[config.mk]
export PLATFORM = sky130hd
export DESIGN_NAME = flash_lock_key_guard
export DESIGN_NICKNAME = d
export VERILOG_FILES = /design/src/shared/flash_lock_pkg.sv /design/src/flash_op_decode.sv /design/src/flash_lock_key_guard.sv
export VERILOG_INCLUDE_DIRS = /design/src /design/src/shared
export SDC_FILE = /design/constraint.sdc
export NUM_CORES = 1
export LEC_CHECK = 0
export BUFFER_PORTS_ARGS = -buffer_cell sky130_fd_sc_hd__buf_2
export CAP_MARGIN = 20
export CORE_AREA = 4 4 55 77
export DETAILED_ROUTE_END_ITERATION = 7
export DIE_AREA = 0 0 59 81
export PLACE_DENSITY_LB_ADDON = 0.08
export SLEW_MARGIN = 20
export SYNTH_ARGS = -nofsm -noshare
export SYNTH_HDL_FRONTEND = slang
export SYNTH_HIERARCHICAL = 1
export SYNTH_SLANG_ARGS = --single-unit
[constraint.sdc]
create_clock -name core_clk -period 3.7 [get_ports core_clk]
set_input_delay 0.37 -clock core_clk [delete_from_list [all_inputs] [get_ports core_clk]]
set_output_delay 0.37 -clock core_clk [all_outputs]
set_load 0.05 [all_outputs]
[src/shared/flash_lock_consts.svh]
// constants for the flash lock-and-key guard
`ifndef FLASH_LOCK_CONSTS_SVH
`define FLASH_LOCK_CONSTS_SVH
`define FLK_KEY_FIRST 8'hA5
`define FLK_KEY_SECOND 8'hF1
`define FLK_RESET_VALUE 8'h00
`define FLK_STATE_LSB 0
`define FLK_STATE_MSB 1
`define FLK_CODE_LOCKED 2'h0
`define FLK_CODE_FIRST 2'h1
`define FLK_CODE_UNLOCKED 2'h2
`define FLK_CODE_DISABLED 2'h3
`define PSC_WRITE_ENABLE_BIT 0
`define PSC_ERASE_ENABLE_BIT 1
`endif

[src/shared/flash_lock_pkg.sv]
// types for the flash lock-and-key guard
package flash_lock_pkg;
    typedef enum logic [1:0] {
        LK_LOCKED,
        LK_FIRST,
        LK_UNLOCKED,
        LK_DISABLED
    } lock_state_t;
    typedef enum logic [1:0] {
        OP_NONE,
        OP_WRITE,
        OP_ERASE
    } flash_op_t;
endpackage

[src/flash_op_decode.sv]
// decodes an external-move write into a flash write or page erase request
`timescale 1ns/100ps
`default_nettype none
`include "flash_lock_consts.svh"
module flash_op_decode (
    input wire logic [7:0] program_store_control, // control register value
    input wire logic external_move_instruction_write, // external-move write strobe
    output var flash_lock_pkg::flash_op_t op // decoded operation
);
    import flash_lock_pkg::*;
    always_comb begin
        op = OP_NONE;
        if (external_move_instruction_write && program_store_control[`PSC_WRITE_ENABLE_BIT]) begin
            if (program_store_control[`PSC_ERASE_ENABLE_BIT]) begin
                op = OP_ERASE;
            end else begin
                op = OP_WRITE;
            end
        end
    end
endmodule // flash_op_decode
`default_nettype wire

[src/flash_lock_key_guard.sv]
// flash lock-and-key guard with its program store control register
`timescale 1ns/100ps
`default_nettype none
`include "flash_lock_consts.svh"
module flash_lock_key_guard #(
    parameter int ADDR_W = 16, // flash address width
    parameter int PAGE_W = 9 // log2 of page size in bytes
) (
    input wire logic core_clk, // system clock, 125 MHz
    input wire logic resetn, // asynchronous device reset, active low
    input wire logic clk_en, // freezes all state while low
    input wire logic key_wr, // write strobe to flash_lock_key
    input wire logic [7:0] key_wdata, // data written to flash_lock_key
    output logic [7:0] flash_lock_key, // read value of flash_lock_key
    input wire logic ctl_wr, // write strobe to program_store_control
    input wire logic [7:0] ctl_wdata, // data written to program_store_control
    output logic [7:0] program_store_control, // read value of program_store_control
    input wire logic external_move_instruction_write, // external-move write strobe
    input wire logic [ADDR_W-1:0] external_move_instruction_addr, // external-move target address
    input wire logic [7:0] external_move_instruction_data, // external-move write data
    output logic flash_wr_req, // one-cycle byte program request
    output logic flash_erase_req, // one-cycle page erase request
    output logic [ADDR_W-1:0] flash_addr, // program address or page base
    output logic [7:0] flash_data, // byte to program
    input wire logic flash_done, // flash operation finished
    output logic flash_busy // an operation is under way
);
    import flash_lock_pkg::*;

    // a page must be smaller than the whole address space
    if (PAGE_W < 1 || PAGE_W >= ADDR_W) begin : g_page_chk
        $error("page width must be below address width");
    end

    ////////////////////////////////////////////////////////////////////////
    lock_state_t state_q;
    logic busy_q;
    logic [7:0] ctl_q;
    logic [7:0] wdata_q;
    logic [ADDR_W-1:0] addr_q;
    logic wr_q;
    logic er_q;
    flash_op_t op;

    flash_op_decode u_decode (
        .program_store_control(ctl_q),
        .external_move_instruction_write(external_move_instruction_write),
        .op(op)
    );

    ////////////////////////////////////////////////////////////////////////
    // lock state; attempts and key writes never coincide on one core, but
    // an attempt is checked first so a blocked one always disables
    always_ff @(posedge core_clk or negedge resetn) begin
        if (!resetn) begin
            state_q <= LK_LOCKED;
        end else if (clk_en) begin
            if (state_q == LK_DISABLED) begin
                state_q <= LK_DISABLED;
            end else if (op != OP_NONE && state_q != LK_UNLOCKED) begin
                state_q <= LK_DISABLED;
            end else if (busy_q && flash_done) begin
                state_q <= LK_LOCKED;
            end else if (key_wr) begin
                case (state_q)
                    LK_LOCKED: begin
                        if (key_wdata == `FLK_KEY_FIRST) begin
                            state_q <= LK_FIRST;
                        end else begin
                            state_q <= LK_DISABLED;
                        end
                    end
                    LK_FIRST: begin
                        if (key_wdata == `FLK_KEY_SECOND) begin
                            state_q <= LK_UNLOCKED;
                        end else begin
                            state_q <= LK_DISABLED;
                        end
                    end
                    // rewriting keys while unlocked breaks the sequence
                    LK_UNLOCKED: state_q <= LK_DISABLED;
                    default: state_q <= LK_DISABLED;
                endcase
            end
        end
    end

    ////////////////////////////////////////////////////////////////////////
    // control register: reserved bits held at zero
    always_ff @(posedge core_clk or negedge resetn) begin
        if (!resetn) begin
            ctl_q <= `FLK_RESET_VALUE;
        end else if (clk_en && ctl_wr) begin
            ctl_q <= {6'h00, ctl_wdata[`PSC_ERASE_ENABLE_BIT], ctl_wdata[`PSC_WRITE_ENABLE_BIT]};
        end
    end

    ////////////////////////////////////////////////////////////////////////
    // operation launch; only one attempt accepted per unlock
    always_ff @(posedge core_clk or negedge resetn) begin
        if (!resetn) begin
            busy_q <= 1'b0;
            wr_q <= 1'b0;
            er_q <= 1'b0;
            addr_q <= '0;
            wdata_q <= 8'h00;
        end else if (clk_en) begin
            wr_q <= 1'b0;
            er_q <= 1'b0;
            if (op != OP_NONE && state_q == LK_UNLOCKED && !busy_q) begin
                busy_q <= 1'b1;
                if (op == OP_ERASE) begin
                    er_q <= 1'b1;
                    addr_q <= {external_move_instruction_addr[ADDR_W-1:PAGE_W], {PAGE_W{1'b0}}};
                    wdata_q <= 8'h00;
                end else begin
                    wr_q <= 1'b1;
                    addr_q <= external_move_instruction_addr;
                    wdata_q <= external_move_instruction_data;
                end
            end else if (busy_q && flash_done) begin
                busy_q <= 1'b0;
            end
        end
    end

    ////////////////////////////////////////////////////////////////////////
    always_comb begin
        flash_lock_key = 8'h00;
        flash_lock_key[`FLK_STATE_MSB:`FLK_STATE_LSB] = state_q;
    end

    assign program_store_control = ctl_q;
    assign flash_wr_req = wr_q;
    assign flash_erase_req = er_q;
    assign flash_addr = addr_q;
    assign flash_data = wdata_q;
    assign flash_busy = busy_q;
endmodule // flash_lock_key_guard
`default_nettype wire

==> run metrics, run 1 <==
Max IR drop VDD=between 400 and 500 µV; status=finished, final reports clean; Residual DRC=0; RSZ-0062 raised after global routing=false; Routed Antenna Nets=0; maximum root-to-sink buffer count=2; CP required=~3.9 ns; # diodes=0; GPL Wtd Cong=about 0.74; cell chosen for the clock root=clkbuf_8; nets=~220; endpoint type of the worst setup path=flop; Setup TNS=0 ns; global-route wire length before repair=5100 µm; # port buffers=71; CTS Buf Count=5; Synth Cell Area=1370 µm²; endpoints failing setup=0; Synth area leader=dfrtp_1; max_cap viols=0; Final Hold Vio Count=0; R2R Setup Slk=1.89 ns; HP Class=in -> async; CTS tree=yes; Max H-tree Level=2; global route total overflow=0; full die area=4780 µm²; Tcrit/Tclk final=48.9%; Slew headroom=around 50%; Rows=26; worst r2r path cells=3; fin crit period=1.81 ns; count of cell types in the netlist=26; via count=roughly 1100; vias in the first global route=between 1000 and 1500; Clock transition at path regs=0.06 ns; synthesized area per cell=13.2 µm²; Arr. time, crit path=1.96 ns; drt first pass iters=3; Lkg Pwr=between 1 and 1.5 nW; buffer count from post-CTS setup fixing=0; Mapped Cells=104; pin count of the biggest net entering global routing=32; largest cells by area after synthesis=dfrtp_1 (56%), a22o_1 (11%), buf_4 (7.1%); Yosys reg bits=31; CP max FO=25; sequential fraction of the synthesis area=56.5%; drt wl/cell=roughly 14 µm; Post-Route WL=3150 µm; Clock Sinks=31; fraction of layout cells with a size suffix above 1=about half; hpwl dp=2400 µm; fill cell count=362; r2r startpoint=program_store_control[1]; PD cells=roughly 810 nW/µm²; critical-path cell list=and3_2 > o211ai_4 > mux2_2; RR Endpoint=flash_addr[12]; hold buffers post-CTS=0; Slew @ Worst Pin=0.747 ns; fmax=553 MHz; CTS resizes=0; crit path kind=reg -> reg; Starting Density=38.4%; Worst Skew=0.00269 ns; post-synth top area share=56.5%; vias per cell=4.82; hold_ws=0.126 ns; gr usage total=14.0%; CP peak stage delay=~0.63 ns; I/O Pins=90; initial antenna violation count=0; critical path startpoint category=flop; core footprint=about 3600 µm²; clk_lat worst skew=0.27 ns; die height=slightly above 80 µm; slowest cell on the critical path=o211ai_4; YS warnings=6; max-slew violation count=0; area delta synth->final=30.0%; DR iter-0 viols=39; Die W=59 µm
registers in the layout, indices dropped and copies added (netlist names):
signal / cells
flash_data: 8
program_store_control: 2
flash_erase_req: 1
flash_busy: 1
state_q: 2
flash_wr_req: 1
flash_addr: 16
logic make-up after synthesis:
logic type,synth area share [%]
buffers and inverters,9.65
other,0.273
muxes,7.92
AOI/OAI and AO/OA,16.8
DFF,56.5
and+or+nand+nor,8.84
routing by layer:
layer | up-vias | GRT usage, % | part of all wire [%]
li1 | 502 | - | -
met1 | 496 | 16.1 | 39
met2 | 52 | 23.3 | 50
met3 | 6 | 5.25 | 9.8
met4 | 0 | 5.44 | 1.3
met5 | - | 0 | 0
power breakdown:
| part | internal (mW) | switching [mW] | total (mW) |
|---|---|---|---|
| combinational | 0.183 | 0.511 | 0.694 |
| sequential | 0.446 | 0.0573 | 0.503 |
| clock | 0.145 | 0.110 | 0.256 |
| total | 0.774 | 0.678 | 1.45 |
worst max-delay path, delay by kind of cell, from the launching register on:
| family | cells | cell delay, ns |
|---|---|---|
| and+or+nand+nor | 1 | 0.26 |
| AOI/OAI and AO/OA | 1 | 0.63 |
| muxes | 1 | 0.41 |
| DFF | 1 | 0.40 |
stage by stage:
stage	worst slack [ns]	cells	area, µm²	power (mW)	util (%)
2_1_floorplan	1.95	115	1420	1.05	-
3_3_place_gp	1.83	212	1700	1.20	47.4
3_5_place_dp	1.81	212	1700	1.21	47.4
4_1_cts	1.86	219	1790	1.47	49.9
5_1_grt	1.77	219	1790	1.53	49.9
6_report	1.89	219	1790	1.45	49.9
how the worst max path moves through the flow:
stage / startpoint / endpoint / slack (ns) / cells past startpoint
finish: program_store_control[1] / flash_addr[12] / 1.89 / 3
global route: program_store_control[0] / flash_addr[12] / 1.77 / 3
CTS: program_store_control[1] / flash_addr[12] / 1.86 / 3
detailed placement: external_move_instruction_write / flash_addr[12] / 1.81 / 4
global placement: external_move_instruction_write / flash_addr[11] / 1.83 / 4
floorplan: program_store_control[1] / flash_addr[14] / 1.95 / 4
layout by cell type (no fill, tap or decap):
cell type and count:
nor2b_1 1, nand4_1 2, buf_2 71, and3b_1 1, clkbuf_8 6, a32oi_1 1, inv_1 2, a221o_1 1
mux2_4 2, a22o_1 17, and3_2 1, a21oi_1 1, conb_1 12, a21o_1 3, o21ai_0 1, and2b_4 2
nand2_1 6, nor4b_1 2, a32o_1 1, dfrtp_1 31, and3_1 1, o211ai_4 1, nor3_1 2, mux2_2 7
clkinv_2 1, and4b_1 1
area by class of cell:
type / instances / area (µm²) / area share [%]
Timing Repair Buffer: 71 / 355 / 19.9
Multi-Input combinational cell: 66 / 507 / 28.4
Clock inverter: 1 / 5.00 / 0.280
Sequential cell: 31 / 776 / 43.4
Clock buffer: 6 / 82.6 / 4.63
Inverter: 2 / 7.51 / 0.420
Tap cell: 42 / 52.6 / 2.94
synthesized netlist by cell type, drive strengths merged:
library cell	number
nor2b	1
buf	16
a21oi	1
a32oi	1
a21o	3
a221o	1
mux2	9
o211ai	1
a32o	1
and2b	2
nand4	2
and3	2
a22o	17
dfrtp	31
nor4b	2
and4b	1
nor3	2
and3b	1
conb	1
nand2	6
o21ai	1
inv	2
No activity file was read; power rests on OpenSTA's default activity.
==> run 2, diff against run 1 <==
ABC_AREA = 1   (was default)
CORE_AREA = 4 4 59 83   (was 4 4 55 77)
DIE_AREA = 0 0 63 87   (was 0 0 59 81)
clock period = 1.45 ns   (was 3.7 ns; I/O delays follow)
==> run metrics, run 2 <==
status=finished, final reports clean; most frequent cells after synthesis=nand2_1 (56), dfrtp_1 (31), o21ai_2 (24); drt wl/cell=11.1 µm (-22%); Mapped Cells=182 (+75%); maximum root-to-sink buffer count=2 (unchanged); CTS Buf Count=5 (unchanged); core footprint=4170 µm² (+17%); via count=1334 (+26%); slowest cell on the critical path=dfrtp_2; worst r2r path cells=8 (+5); HP Class=in -> reg; Final Hold Vio Count=0 (unchanged); RR Endpoint=flash_addr[1]; max reg flops=16 (unchanged); fmax=741 MHz (+34%); GPL Wtd Cong=0.710 (-4.6%); buffer count from post-CTS setup fixing=0 (unchanged); max_cap viols=0 (unchanged); hpwl dp=2650 µm (+11%); CP peak stage delay=0.36 ns (-0.27 ns); Lkg Pwr=1.24 nW (+23%); Max IR drop VDD=708 µV (+55%); endpoints failing setup=0 (unchanged); full die area=5480 µm² (+15%); CP max FO=31 (+24%); Post-Route WL=3380 µm (+7.4%); Setup TNS=0 ns (unchanged); critical path startpoint category=flop; fraction of layout cells with a size suffix above 1=48.1% (-3.4 points); fill cell count=426 (+18%); global-route wire length before repair=5740 µm (+13%); Die W=63 µm (+6.8%); final instance area=2110 µm² (+18%); hold path startpoint=external_move_instruction_addr[10]; nets=304 (+36%); post-place instance area=1980 µm² (+17%); YS warnings=6 (unchanged); cell chosen for the clock root=clkbuf_8; largest cells by area after synthesis=dfrtp_1 (48%), nand2_1 (13%), o21ai_2 (13%); Routed Antenna Nets=0 (unchanged); commonest non-fill, non-tap cell in the layout=buf_2; vias per cell=4.40 (-8.7%); end of the worst hold path=flash_addr[10]; Worst Skew=0.00891 ns (+0.00622 ns); clk_lat worst skew=0.28 ns (about the same); Starting Density=39.0% (+0.62 points); r2r startpoint=program_store_control[0]; die height=87 µm (+7.4%); pin count of the biggest net entering global routing=32 (unchanged); PD cells=1090 nW/µm² (+34%); Post-synth ARST share=100% (unchanged); endpoint type of the worst setup path=flop; initial antenna violation count=0 (unchanged); Yosys reg bits=31 (unchanged); post-synth top area share=47.7% (-8.8 points); global route total overflow=0 (unchanged); Worst Hold Depth=3; Synth area leader=dfrtp_1; RSZ-0062 raised after global routing=false; drt first pass iters=4 (+1); Rows=28 (+7.7%); Arr. time, crit path=1.52 ns (-0.44 ns); area delta synth->final=29.8%; I/O Pins=90 (unchanged); Clock Sinks=31 (unchanged); most frequent cells in the layout=buf_2 (71), nand2_1 (56), dfrtp_1 (29); # port buffers=71 (unchanged); Max H-tree Level=2 (unchanged); Tcrit/Tclk final=93.1% (+44 points); # diodes=0 (unchanged); critical-path cell list=nand2_1 > nor2_2 > nor2_2 > nor2_4 > nand3_4 > buf_12 > nand2_1 > o21ai_2; R2R Setup Slk=0.10 ns (-1.79 ns); crit path kind=reg -> reg; worst setup margin=0.100 ns (-1.79 ns); Post-synth EDFFs=0 (unchanged); fin crit period=1.35 ns (-0.460 ns); Clock transition at path regs=0.06 ns (about the same); predominant post-synthesis flop cell=dfrtp_1; DR iter-0 viols=20 (-49%); Placement Setup Slack=0.125 ns (-1.69 ns); CP required=1.62 ns (-2.23 ns); CTS tree=yes; sequential fraction of the synthesis area=47.7% (-8.8 points); final design utilization=50.6% (+0.74 points); gr usage total=13.3% (-0.72 points); vias in the first global route=1316 (+17%); synthesized area per cell=8.94 µm² (-32%); Residual DRC=0 (unchanged); max-slew violation count=0 (unchanged); Synth Cell Area=1630 µm² (+18%); most frequent cell after synthesis=nand2_1; count of cell types in the netlist=19 (-27%)
run 2: layout make-up:
cell class / instances / area [µm²] / area share, %
timing repair buffer: 76 / 420 / 19.9
inverter: 22 / 82.6 / 3.91
clock buffer: 6 / 82.6 / 3.91
clock inverter: 2 / 35.0 / 1.66
tap: 45 / 56.3 / 2.67
sequential: 31 / 778 / 36.9
multi-input combinational: 121 / 656 / 31.1
run 2: cells by family (layout without fill, tap and decap cells):
family | count (synthesis) | in the layout | share of synthesized area, %
simple gates | 78 | 78 | 20.8
compound gates | 29 | 29 | 14.9
buf+inv | 41 | 106 | 15.0
mux | 2 | 2 | 1.38
other cells | 1 | 12 | 0.231
flops | 31 | 31 | 47.7
run 2: worst max-delay path, delay by kind of cell, from the launching register on:
family                 cells  cell delay, ns
AO/OA/AOI/OAI              1            0.05
buffers and inverters      1            0.19
flip-flops                 1            0.36
AND/OR/NAND/NOR            6            0.63
run 2: worst max-delay path by stage:
stage | to | cells after the start | startpoint | slack (ns)
after floorplan | flash_addr[14] | 8 | program_store_control[0] | 0.005
after global placement | flash_addr[2] | 6 | program_store_control[0] | 0.13
after detailed placement | flash_addr[0] | 6 | program_store_control[0] | 0.13
after CTS | flash_addr[0] | 6 | program_store_control[0] | 0.12
after global routing | flash_addr[3] | 8 | program_store_control[0] | 0.01
final | flash_addr[1] | 8 | program_store_control[0] | 0.10
run 2: repair_timing:
action                                  in CTS  in global routing
hold endpoints to repair                     8                  0
hold buffers                                 1                  0
endpoints found under the setup margin       0                  6
gates resized for setup                      0                  1
run 2: where the power goes:
| group | leakage [nW] | internal (mW) | switching (mW) |
|---|---|---|---|
| sequential | 0.412 | 0.912 | 0.0248 |
| combinational | 0.764 | 0.130 | 0.372 |
| clock | 0.0612 | 0.555 | 0.311 |
| total | 1.24 | 1.60 | 0.708 |
run 2: metal layers:
layer | global-route usage (%) | up-vias | share of wire, %
li1 | - | 684 | -
met1 | 14.5 | 600 | 38
met3 | 4.01 | 5 | 6.9
met2 | 23.6 | 45 | 53
met5 | 0 | - | 0
met4 | 6.02 | 0 | 1.5
run 2: metrics by stage:
step / cells / total power [mW] / hold slack [ns]
floorplan: 193 / 1.34 / -0.151
global route: 303 / 2.43 / 0.0985
global placement: 294 / 1.46 / 0.0261
detailed placement: 294 / 1.46 / 0.0273
finish: 303 / 2.31 / 0.103
CTS: 303 / 2.34 / 0.0940
